--- config.mk ---
export PLATFORM = sky130hd
export DESIGN_NAME = ahpc_regs
export DESIGN_NICKNAME = d
export VERILOG_FILES = /design/src/verilog/ahpc_pkg.sv /design/src/verilog/ahpc_coeff_pair.sv /design/src/verilog/ahpc_regs.sv
export VERILOG_INCLUDE_DIRS = /design/src /design/src/verilog
export SDC_FILE = /design/constraint.sdc
export NUM_CORES = 1
export LEC_CHECK = 0
export ABC_AREA = 1
export ABC_CLOCK_PERIOD_IN_PS = 2260
export BUFFER_PORTS_ARGS = -buffer_cell sky130_fd_sc_hd__buf_2
export CAP_MARGIN = 0
export CORE_UTILIZATION = 44
export DETAILED_ROUTE_END_ITERATION = 10
export PLACE_DENSITY = 0.63
export SLEW_MARGIN = 20
export SYNTH_ARGS = -nofsm -noshare
export SYNTH_HDL_FRONTEND = slang
export SYNTH_HIERARCHICAL = 1
export SYNTH_SLANG_ARGS = --single-unit
--- constraint.sdc ---
create_clock -name sys_clk -period 2.26 [get_ports sys_clk]
set_clock_uncertainty 0.2 [all_clocks]
set_input_delay 0.339 -clock sys_clk [delete_from_list [all_inputs] [get_ports sys_clk]]
set_output_delay 0.339 -clock sys_clk [all_outputs]
set_load 0.05 [all_outputs]
--- src/verilog/ahpc_defines.svh ---
// constants for the adc high-pass coefficient register bank
// assumes byte-wide page-one register access with 7-bit offsets
`ifndef AHPC_DEFINES_SVH
`define AHPC_DEFINES_SVH

// ==========================================================
// offsets
`define AHPC_OFS_LN0_HI 7'h41
`define AHPC_OFS_LN0_LO 7'h42
`define AHPC_OFS_LN1_HI 7'h43
`define AHPC_OFS_LN1_LO 7'h44
`define AHPC_OFS_LD1_HI 7'h45
`define AHPC_OFS_LD1_LO 7'h46
`define AHPC_OFS_RN0_HI 7'h47
`define AHPC_OFS_RN0_LO 7'h48
`define AHPC_OFS_RN1_HI 7'h49
`define AHPC_OFS_RN1_LO 7'h4A
`define AHPC_OFS_RD1_HI 7'h4B
`define AHPC_OFS_RD1_LO 7'h4C
`define AHPC_OFS_RSVD_FIRST 7'h4D
`define AHPC_OFS_RSVD_LAST 7'h7F

// ==========================================================
// reset values
`define AHPC_RST_N0_HI 8'h39
`define AHPC_RST_N0_LO 8'h55
`define AHPC_RST_N1_HI 8'hF3
`define AHPC_RST_N1_LO 8'h2D
`define AHPC_RST_D1_HI 8'h53
`define AHPC_RST_D1_LO 8'h7E
`define AHPC_RSVD_VALUE 8'h00
`define AHPC_UNMAPPED_VALUE 8'h00

`endif

--- src/verilog/ahpc_pkg.sv ---
// types for the adc high-pass coefficient register bank
// assumes nothing beyond a systemverilog compiler
package ahpc_pkg;
  typedef logic [7:0] ahpc_byte_t;
  typedef logic signed [15:0] ahpc_coeff_t;
endpackage : ahpc_pkg

--- src/verilog/ahpc_coeff_pair.sv ---
// one coefficient held as an upper and a lower byte register
// assumes a synchronous active-low reset and byte write strobes
module ahpc_coeff_pair
  import ahpc_pkg::*;
#(
  parameter ahpc_byte_t RST_HI = 8'h00,
  parameter ahpc_byte_t RST_LO = 8'h00
) (
  // clock and reset
  input wire logic sys_clk,
  input wire logic rst_n,
  // byte writes
  input wire logic wr_hi,
  input wire logic wr_lo,
  input wire ahpc_byte_t wdata,
  // stored value
  output ahpc_byte_t hi_r,
  output ahpc_byte_t lo_r,
  output ahpc_coeff_t coeff
);
  // ==========================================================
  // byte storage
  always_ff @(posedge sys_clk) begin
    if (!rst_n) begin
      hi_r <= RST_HI;
    end else if (wr_hi) begin
      hi_r <= wdata;
    end
  end

  always_ff @(posedge sys_clk) begin
    if (!rst_n) begin
      lo_r <= RST_LO;
    end else if (wr_lo) begin
      lo_r <= wdata;
    end
  end

  // upper byte carries bits 15:8, sign in bit 15
  assign coeff = ahpc_coeff_t'({hi_r, lo_r});
endmodule : ahpc_coeff_pair

--- src/verilog/ahpc_regs.sv ---
// adc high-pass filter coefficient registers, page one 65..127
// assumes the control slave decodes page one and gives a byte bus
// assumes strobes last one cycle and the address is steady with them
//
// Behaviour
// - coefficient is signed 16-bit from two bytes
// - byte registers are full 8-bit read/write
// - left den1 resets to 0x53 / 0x7E
// - right num0 resets to 0x39 / 0x55
// - right num1 resets to 0xF3 / 0x2D
// - right den1 resets like left den1
// - offsets 77..127 read zero, ignore writes
// - left num0 resets to 0x39 / 0x55
// - left num1 resets to 0xF3 / 0x2D
`include "ahpc_defines.svh"

module ahpc_regs
  import ahpc_pkg::*;
(
  // clock and reset
  input wire logic sys_clk,
  input wire logic rst_n,
  // register access from the control slave
  input wire logic reg_wr,
  input wire logic reg_rd,
  input wire logic [6:0] reg_addr,
  input wire ahpc_byte_t reg_wdata,
  output ahpc_byte_t reg_rdata_r,
  output logic reg_hit,
  // coefficients to the filter datapath
  output ahpc_coeff_t left_numerator_tap_zero,
  output ahpc_coeff_t left_numerator_tap_one,
  output ahpc_coeff_t left_denominator_tap_one,
  output ahpc_coeff_t right_numerator_tap_zero,
  output ahpc_coeff_t right_numerator_tap_one,
  output ahpc_coeff_t right_denominator_tap_one
);
  // ==========================================================
  // write decode
  // one strobe per byte register; other offsets select nothing
  logic [11:0] wr_sel;
  // byte views of the six pairs, read back through the mux below
  ahpc_byte_t b_hi [6];
  ahpc_byte_t b_lo [6];

  always_comb begin
    wr_sel = 12'h000;
    if (reg_wr) begin
      if (reg_addr == `AHPC_OFS_LN0_HI) begin
        wr_sel[0] = 1'b1;
      end else if (reg_addr == `AHPC_OFS_LN0_LO) begin
        wr_sel[1] = 1'b1;
      end else if (reg_addr == `AHPC_OFS_LN1_HI) begin
        wr_sel[2] = 1'b1;
      end else if (reg_addr == `AHPC_OFS_LN1_LO) begin
        wr_sel[3] = 1'b1;
      end else if (reg_addr == `AHPC_OFS_LD1_HI) begin
        wr_sel[4] = 1'b1;
      end else if (reg_addr == `AHPC_OFS_LD1_LO) begin
        wr_sel[5] = 1'b1;
      end else if (reg_addr == `AHPC_OFS_RN0_HI) begin
        wr_sel[6] = 1'b1;
      end else if (reg_addr == `AHPC_OFS_RN0_LO) begin
        wr_sel[7] = 1'b1;
      end else if (reg_addr == `AHPC_OFS_RN1_HI) begin
        wr_sel[8] = 1'b1;
      end else if (reg_addr == `AHPC_OFS_RN1_LO) begin
        wr_sel[9] = 1'b1;
      end else if (reg_addr == `AHPC_OFS_RD1_HI) begin
        wr_sel[10] = 1'b1;
      end else if (reg_addr == `AHPC_OFS_RD1_LO) begin
        wr_sel[11] = 1'b1;
      end
      // reserved offsets fall through: writes are dropped
    end
  end

  // ==========================================================
  // coefficient storage
  // one pair module per coefficient keeps each reset value beside its
  // bytes; bytes update one at a time, so a host rewriting a coefficient
  // leaves a mixed value in place between its two byte writes

  // left channel, zeroth numerator tap
  ahpc_coeff_pair #(
    .RST_HI(`AHPC_RST_N0_HI),
    .RST_LO(`AHPC_RST_N0_LO)
  ) u_ln0 (
    .sys_clk(sys_clk),
    .rst_n(rst_n),
    .wr_hi(wr_sel[0]),
    .wr_lo(wr_sel[1]),
    .wdata(reg_wdata),
    .hi_r(b_hi[0]),
    .lo_r(b_lo[0]),
    .coeff(left_numerator_tap_zero)
  );

  // left channel, first numerator tap
  ahpc_coeff_pair #(
    .RST_HI(`AHPC_RST_N1_HI),
    .RST_LO(`AHPC_RST_N1_LO)
  ) u_ln1 (
    .sys_clk(sys_clk),
    .rst_n(rst_n),
    .wr_hi(wr_sel[2]),
    .wr_lo(wr_sel[3]),
    .wdata(reg_wdata),
    .hi_r(b_hi[1]),
    .lo_r(b_lo[1]),
    .coeff(left_numerator_tap_one)
  );

  // left channel, first denominator tap
  ahpc_coeff_pair #(
    .RST_HI(`AHPC_RST_D1_HI),
    .RST_LO(`AHPC_RST_D1_LO)
  ) u_ld1 (
    .sys_clk(sys_clk),
    .rst_n(rst_n),
    .wr_hi(wr_sel[4]),
    .wr_lo(wr_sel[5]),
    .wdata(reg_wdata),
    .hi_r(b_hi[2]),
    .lo_r(b_lo[2]),
    .coeff(left_denominator_tap_one)
  );

  // right channel, zeroth numerator tap
  ahpc_coeff_pair #(
    .RST_HI(`AHPC_RST_N0_HI),
    .RST_LO(`AHPC_RST_N0_LO)
  ) u_rn0 (
    .sys_clk(sys_clk),
    .rst_n(rst_n),
    .wr_hi(wr_sel[6]),
    .wr_lo(wr_sel[7]),
    .wdata(reg_wdata),
    .hi_r(b_hi[3]),
    .lo_r(b_lo[3]),
    .coeff(right_numerator_tap_zero)
  );

  // right channel, first numerator tap
  ahpc_coeff_pair #(
    .RST_HI(`AHPC_RST_N1_HI),
    .RST_LO(`AHPC_RST_N1_LO)
  ) u_rn1 (
    .sys_clk(sys_clk),
    .rst_n(rst_n),
    .wr_hi(wr_sel[8]),
    .wr_lo(wr_sel[9]),
    .wdata(reg_wdata),
    .hi_r(b_hi[4]),
    .lo_r(b_lo[4]),
    .coeff(right_numerator_tap_one)
  );

  // right channel, first denominator tap
  ahpc_coeff_pair #(
    .RST_HI(`AHPC_RST_D1_HI),
    .RST_LO(`AHPC_RST_D1_LO)
  ) u_rd1 (
    .sys_clk(sys_clk),
    .rst_n(rst_n),
    .wr_hi(wr_sel[10]),
    .wr_lo(wr_sel[11]),
    .wdata(reg_wdata),
    .hi_r(b_hi[5]),
    .lo_r(b_lo[5]),
    .coeff(right_denominator_tap_one)
  );

  // ==========================================================
  // read path
  // reg_hit tells the slave this bank owns the offset; reserved offsets
  // count as owned and read zero, lower offsets belong to other banks
  ahpc_byte_t rd_nxt;

  always_comb begin
    rd_nxt = `AHPC_UNMAPPED_VALUE;
    reg_hit = 1'b1;
    if (reg_addr == `AHPC_OFS_LN0_HI) begin
      rd_nxt = b_hi[0];
    end else if (reg_addr == `AHPC_OFS_LN0_LO) begin
      rd_nxt = b_lo[0];
    end else if (reg_addr == `AHPC_OFS_LN1_HI) begin
      rd_nxt = b_hi[1];
    end else if (reg_addr == `AHPC_OFS_LN1_LO) begin
      rd_nxt = b_lo[1];
    end else if (reg_addr == `AHPC_OFS_LD1_HI) begin
      rd_nxt = b_hi[2];
    end else if (reg_addr == `AHPC_OFS_LD1_LO) begin
      rd_nxt = b_lo[2];
    end else if (reg_addr == `AHPC_OFS_RN0_HI) begin
      rd_nxt = b_hi[3];
    end else if (reg_addr == `AHPC_OFS_RN0_LO) begin
      rd_nxt = b_lo[3];
    end else if (reg_addr == `AHPC_OFS_RN1_HI) begin
      rd_nxt = b_hi[4];
    end else if (reg_addr == `AHPC_OFS_RN1_LO) begin
      rd_nxt = b_lo[4];
    end else if (reg_addr == `AHPC_OFS_RD1_HI) begin
      rd_nxt = b_hi[5];
    end else if (reg_addr == `AHPC_OFS_RD1_LO) begin
      rd_nxt = b_lo[5];
    end else if (reg_addr >= `AHPC_OFS_RSVD_FIRST) begin
      rd_nxt = `AHPC_RSVD_VALUE;
    end else begin
      // offsets below 65 belong to other banks of the page
      reg_hit = 1'b0;
    end
  end

  // ==========================================================
  // read data register
  // read data held until the next read so the slave can shift it out
  // before the first read the register holds zero, as an unowned offset would read
  always_ff @(posedge sys_clk) begin
    if (!rst_n) begin
      reg_rdata_r <= `AHPC_UNMAPPED_VALUE;
    end else if (reg_rd) begin
      reg_rdata_r <= rd_nxt;
    end
  end
endmodule : ahpc_regs

=== Yosys cells after proc, flatten, opt, wreduce, memory -nomap -nowiden ===
Index checks and enable logic that the tools add are counted.
Widths: inputs -> output; s select.

* Logic and storage cells: 75
* Input bits: 19
* Output and inout bits: 105
* Register bits: 104

* Muxes and demuxes: 49
* Eq/ne operators: 12
* Magnitude comparators: 1

{| class="wikitable"
|+ Operators with widths
! kind !! number
|-
| $mux 8 || 13
|-
| $eq 7x7->1 const B || 12
|-
| $mux 1 || 26
|-
| $mux 12 || 1
|-
| $mux 11 || 1
|-
| $mux 10 || 1
|-
| $mux 9 || 1
|-
| $ge 7x7->1 const B || 1
|-
| $mux 7 || 1
|-
| $mux 6 || 1
|-
| $mux 5 || 1
|-
| $mux 4 || 1
|-
| $mux 3 || 1
|-
| $mux 2 || 1
|}

=== Depth between registers and ports, before layout ===
* Depth after elaboration: 14
* Depth in mapped cells: 15
* Gate-level depth less buffers: 15

=== Modules after synthesis ===
Netlist, hierarchy kept.

{| class="wikitable"
|+ Modules (own cells, without submodules)
! module !! times used !! cells an instance !! area an instance (sq um) !! seq. area each (sq um)
|-
| ahpc_coeff_pair (u_ln0 ...) || 2 || 100 || 749.5 || 320.3
|-
| ahpc_regs || 1 || 281 || 1455.1 || 160.2
|-
| ahpc_coeff_pair (u_ln1 ...) || 2 || 98 || 718.2 || 320.3
|-
| ahpc_coeff_pair (u_ld1 ...) || 2 || 97 || 714.4 || 320.3
|}

=== Worst setup path before layout ===
OpenSTA, ideal clock, no wires.

* Kind: input port to output port
* Start point: in reg_addr[5]
* End point: out reg_hit
* Path buffers: 0
* Cell stages on the path: 7
* Path slack: 262 ps
* Arrival time: 1459 ps
* Data required time: 1721 ps
* Path through: nor2_2 nand2_2 nor2_1 inv_1 o221ai_1 nor4_1 nand2_1

* Cells in the longest elaborated chain, start to end: 14
* Elaborated cells on any way between the ends: 26
* Classes of those cells: order compare: 1; eq/ne: 12; mux: 13

{| class="wikitable"
|+ Ends and longest elaborated chain
! item !! RTL line !! RTL
|-
| from (decl) || ahpc_regs.sv:26 || <nowiki>input wire logic [6:0] reg_addr,</nowiki>
|-
| $ge 7x7->1 (no source line) || n/a ||
|-
| $mux 1 || ahpc_regs.sv:207 || <nowiki>end else if (reg_addr >= `AHPC_OFS_RSVD_FIRST) begin</nowiki>
|-
| $mux 1 || ahpc_regs.sv:205 || <nowiki>end else if (reg_addr == `AHPC_OFS_RD1_LO) begin</nowiki>
|-
| $mux 1 || ahpc_regs.sv:203 || <nowiki>end else if (reg_addr == `AHPC_OFS_RD1_HI) begin</nowiki>
|-
| $mux 1 || ahpc_regs.sv:201 || <nowiki>end else if (reg_addr == `AHPC_OFS_RN1_LO) begin</nowiki>
|-
| $mux 1 || ahpc_regs.sv:199 || <nowiki>end else if (reg_addr == `AHPC_OFS_RN1_HI) begin</nowiki>
|-
| $mux 1 || ahpc_regs.sv:197 || <nowiki>end else if (reg_addr == `AHPC_OFS_RN0_LO) begin</nowiki>
|-
| $mux 1 || ahpc_regs.sv:195 || <nowiki>end else if (reg_addr == `AHPC_OFS_RN0_HI) begin</nowiki>
|-
| $mux 1 || ahpc_regs.sv:193 || <nowiki>end else if (reg_addr == `AHPC_OFS_LD1_LO) begin</nowiki>
|-
| $mux 1 || ahpc_regs.sv:191 || <nowiki>end else if (reg_addr == `AHPC_OFS_LD1_HI) begin</nowiki>
|-
| $mux 1 || ahpc_regs.sv:189 || <nowiki>end else if (reg_addr == `AHPC_OFS_LN1_LO) begin</nowiki>
|-
| $mux 1 || ahpc_regs.sv:187 || <nowiki>end else if (reg_addr == `AHPC_OFS_LN1_HI) begin</nowiki>
|-
| $mux 1 || ahpc_regs.sv:185 || <nowiki>end else if (reg_addr == `AHPC_OFS_LN0_LO) begin</nowiki>
|-
| $mux 1 * || ahpc_regs.sv:183 || <nowiki>if (reg_addr == `AHPC_OFS_LN0_HI) begin</nowiki>
|-
| to (decl) || ahpc_regs.sv:29 || <nowiki>output logic reg_hit,</nowiki>
|}

Mark *: on every way between the ends. The rest lies on a longest branch, timed or not.

=== Worst setup path after layout ===
* Start point: in reg_addr[0]
* End point: out reg_hit

The elaborated chain is that of the path after synthesis.

==> impl.org <==
** Critical path
- The setup path with the least slack is of type in -> out.
- At the worst endpoint, the required time is 1720 ps.
- Startpoint of the lowest-slack register-to-register path :: u_rn1/lo_r[5]$_SDFFE_PN1P_
- Critical Path Start :: reg_addr[0]
- The worst setup path is launched from an input port.
- STA puts the critical path data arrival time at between 1500 and 2000 ps.
- Sort of element at the end of the critical path :: output pin
- Depth of the worst register-to-register path :: 8
- Of all nets on the critical path, the largest fanout is 6.

** Synthesis
- After synthesis, the mean cell area works out to 6.68 sq um.
- Netlist Area Pre-Place :: 5820 sq um
- The netlist uses 33 different library cells.
- Most used flip-flop cell after synthesis :: dfxtp_1
- In the synthesized netlist the async set-or-reset flop fraction comes to 0%.
- Synthesis produced a netlist with a net count of 890.
- For this run, the register share of the synthesized area comes to 35.8%.
- In this run, synthesis produced a sequential element count of 104.
- Number of enable-type register cells in the synthesized netlist :: 0
- Cell count after synthesis :: between 800 and 900
- For this run, the number of Yosys warnings is 6.

** Timing
- Pins over their slew limit :: 0
- After layout, the worst setup slack is 104 ps.
- Slew HR :: 58.3%
- Setup total negative slack on the finished layout was measured at 0 ps.
- Pin slew with the least headroom to its limit :: between 600 and 700 ps
- Unrepaired setup endpoints after global routing :: false
- The smallest clock period supported by the final layout is computed as between 2000 and 2500 ps.
- Setup violations remaining at the end of the flow were counted as 0.
- The hold violation total from the final report was 0.
- Based on the critical path, the design can be clocked at up to between 400 and 500 MHz.
- The final critical path takes up 95.4% of the cycle.

** Final layout
- Of the cells placed in the final design, the portion with a size suffix greater than 1 is 23.8%.
- After the last flow step, the layout net total stands at between 900 and 1000.
- Commonest non-fill, non-tap cell in the layout :: nand2_1
- In the final layout, flip-flops and latches occupy approximately 2100 sq um.
- The layout has approximately 1300 filler cells.
- Area growth from synthesis to final layout :: 8.36%
- Number of antenna diodes :: 0
- Total area of multi-input combinational cells :: roughly 2500 sq um
- The library cells used most frequently in the layout, excluding fill and tap cells, are nand2_1, buf_2, nor2_1, dfxtp_1.

** Die
- Die area :: 13700 sq um
- Initial cell density of the core :: 45.6%
- The floorplan step set the die width to between 100 and 150 microns.
- The floorplan has 41 rows.
- CORE AREA :: about 13000 sq um
- I/O pin total :: between 100 and 150
- Die height :: 117 microns

** Route
- Number of design-rule violations left by the first detailed-router iteration :: 482
- In the final routed layout, each cell accounts on average for 15.1 microns.
- Number of vias per cell after detailed routing :: just under 5
- Count of nets left with antenna violations after detail routing :: 0
- Via Count :: ~5200
- In the routed design, unresolved DRC markers number 0.
- Summed over all layers, the routed wires come to roughly 16000 microns.
- The first detailed-routing pass ran for 5 iterations.

** Power and ir drop
- For this design the ratio of total power to cell area is 604 nW/um^2.
- IR Drop Worst-Case VDD :: around 280 uV
- In this run the static leakage power is ~3.2 nW.

** Clock network
- Clock-pin slew of the registers on the worst-case setup and hold paths :: roughly 70 ps
- Post-cts gate resize count :: 0
- Number of sinks handled by clock tree synthesis :: 104
- Clock Tree Root :: clkbuf_16
- Setup repair bufs after CTS :: 0
- Clock insertion delay at the later pin of the skew report :: between 300 and 400 ps
- CTS built an H-tree with a depth of 3.
- Clock tree buffer depth :: 2
- Hold repair after CTS inserted 0 buffers.
- CTS Buf Count :: 9
- CTS tree :: built

** Global routing
- For this run, the total global-route usage over all layers was measured as between 20 and 25%.
- Initial antenna violation count :: 0
- Residual overflow from global routing :: 0
- The via count of the first global-routing pass was roughly 4500.
- First-pass GRT wire length :: between 20000 and 25000 microns
- Pin count of the biggest net entering global routing :: 30

** Worst hold path
- Hold-critical path depth :: 3
- Min-Delay Path Class :: in -> reg
- Startpoint of the tightest hold check path :: reg_rd

** Job
- Total of max-cap violations :: 0

** Place
- Detail Placement HPWL :: around 12000 microns
- Weighted congestion reported at the end of routability-driven placement :: about 0.90
- Timing analysis after detailed placement gives a worst setup slack of between 50 and 60 ps.
- During placement, the flow inserted port buffers numbering 123.

** Outcome
- The flow ran to the end, and the final reports show no timing, DRC or antenna violations.
-- Yosys cell counts (2+ instances only) --
cell	number	area [sq um]
nor2_2	12	75.1
buf_4	96	721
or2_0	7	43.8
dfxtp_1	104	2080
nand2_1	289	1080
clkbuf_2	4	20.0
nor2_1	107	402
buf_8	2	30.0
nor3_1	2	10.0
nand4_1	6	37.5
inv_1	76	285
o21ai_0	7	35.0
buf_6	14	158
inv_2	11	41.3
buf_2	6	30.0
nand2_2	10	62.6
nand2_4	2	22.5
o21ai_1	2	10.0
a21oi_1	17	85.1
nand3_1	76	380
nor2_4	7	78.8
a221oi_1	3	26.3
-- layer usage --
layer,track usage [%],wire (microns)
met2,37.2,7350
met5,0,0
met3,4.17,1000
met4,7.43,242
met1,35.5,7900
-- path summary, 6_finish.rpt --
kind / slack [ps] / to
max: 100 / reg_hit
max reg2reg: 560 / reg_rdata_r[5]$_SDFFE_PN0P_
min: 100 / reg_rdata_r[6]$_SDFFE_PN0P_
min reg2reg: 270 / reg_rdata_r[1]$_SDFFE_PN0P_
-- metrics by stage --
stage          std cells  util [%]  hold WS [ps]  power [mW]  instance area, sq um
2_1_floorplan        871         -           261        2.09                  5820
3_3_place_gp        1077      46.9           254        2.19                  5990
3_5_place_dp        1077      46.9           261        2.19                  5990
4_1_cts             1093      49.4          98.3        3.83                  6310
5_1_grt             1093      49.4           121        3.93                  6310
6_report            1093      49.4          99.4        3.81                  6310
-- registers in the layout, indices dropped and copies added (netlist names) --
signal	cells
u_ln0/lo_r	8
reg_rdata_r	8
u_rn1/hi_r	8
u_rd1/hi_r	8
u_ld1/hi_r	8
u_ln0/hi_r	8
u_rn0/hi_r	8
u_ln1/hi_r	8
u_rn0/lo_r	8
u_ld1/lo_r	8
u_ln1/lo_r	8
u_rn1/lo_r	8
u_rd1/lo_r	8
-- cell type report --
type                    instances  share of cell area [%]
clock buffers                  14                    4.50
clock inverters                 2                   0.556
inverters                      87                    5.18
multi-input cells             557                    38.9
flip-flops and latches        104                    33.0
well taps                     172                    3.41
repair buffers                157                    14.4
-- where the power goes --
group / leakage, nW / internal, mW / switching [mW] / total (mW)
sequential: 0.840 / 1.84 / 0.00887 / 1.85
clock: 0.159 / 0.979 / 0.675 / 1.65
combinational: 2.23 / 0.0806 / 0.225 / 0.305
total: 3.23 / 2.90 / 0.909 / 3.81
-- cells by family after synthesis --
logic type,after synthesis,share of synthesized area [%]
buffers and inverters,210,22.1
DFF,104,35.8
and+or+nand+nor,523,38.6
AOI/OAI and AO/OA,34,3.46
-- critical path, stage by stage --
cell	delay, ps
buf_2	180
inv_2	90
nand2_2	210
nand3_1	130
a21oi_1	240
nor4_1	80
nand2_1	90
buf_2	270
No activity file was read; power rests on OpenSTA's default activity.
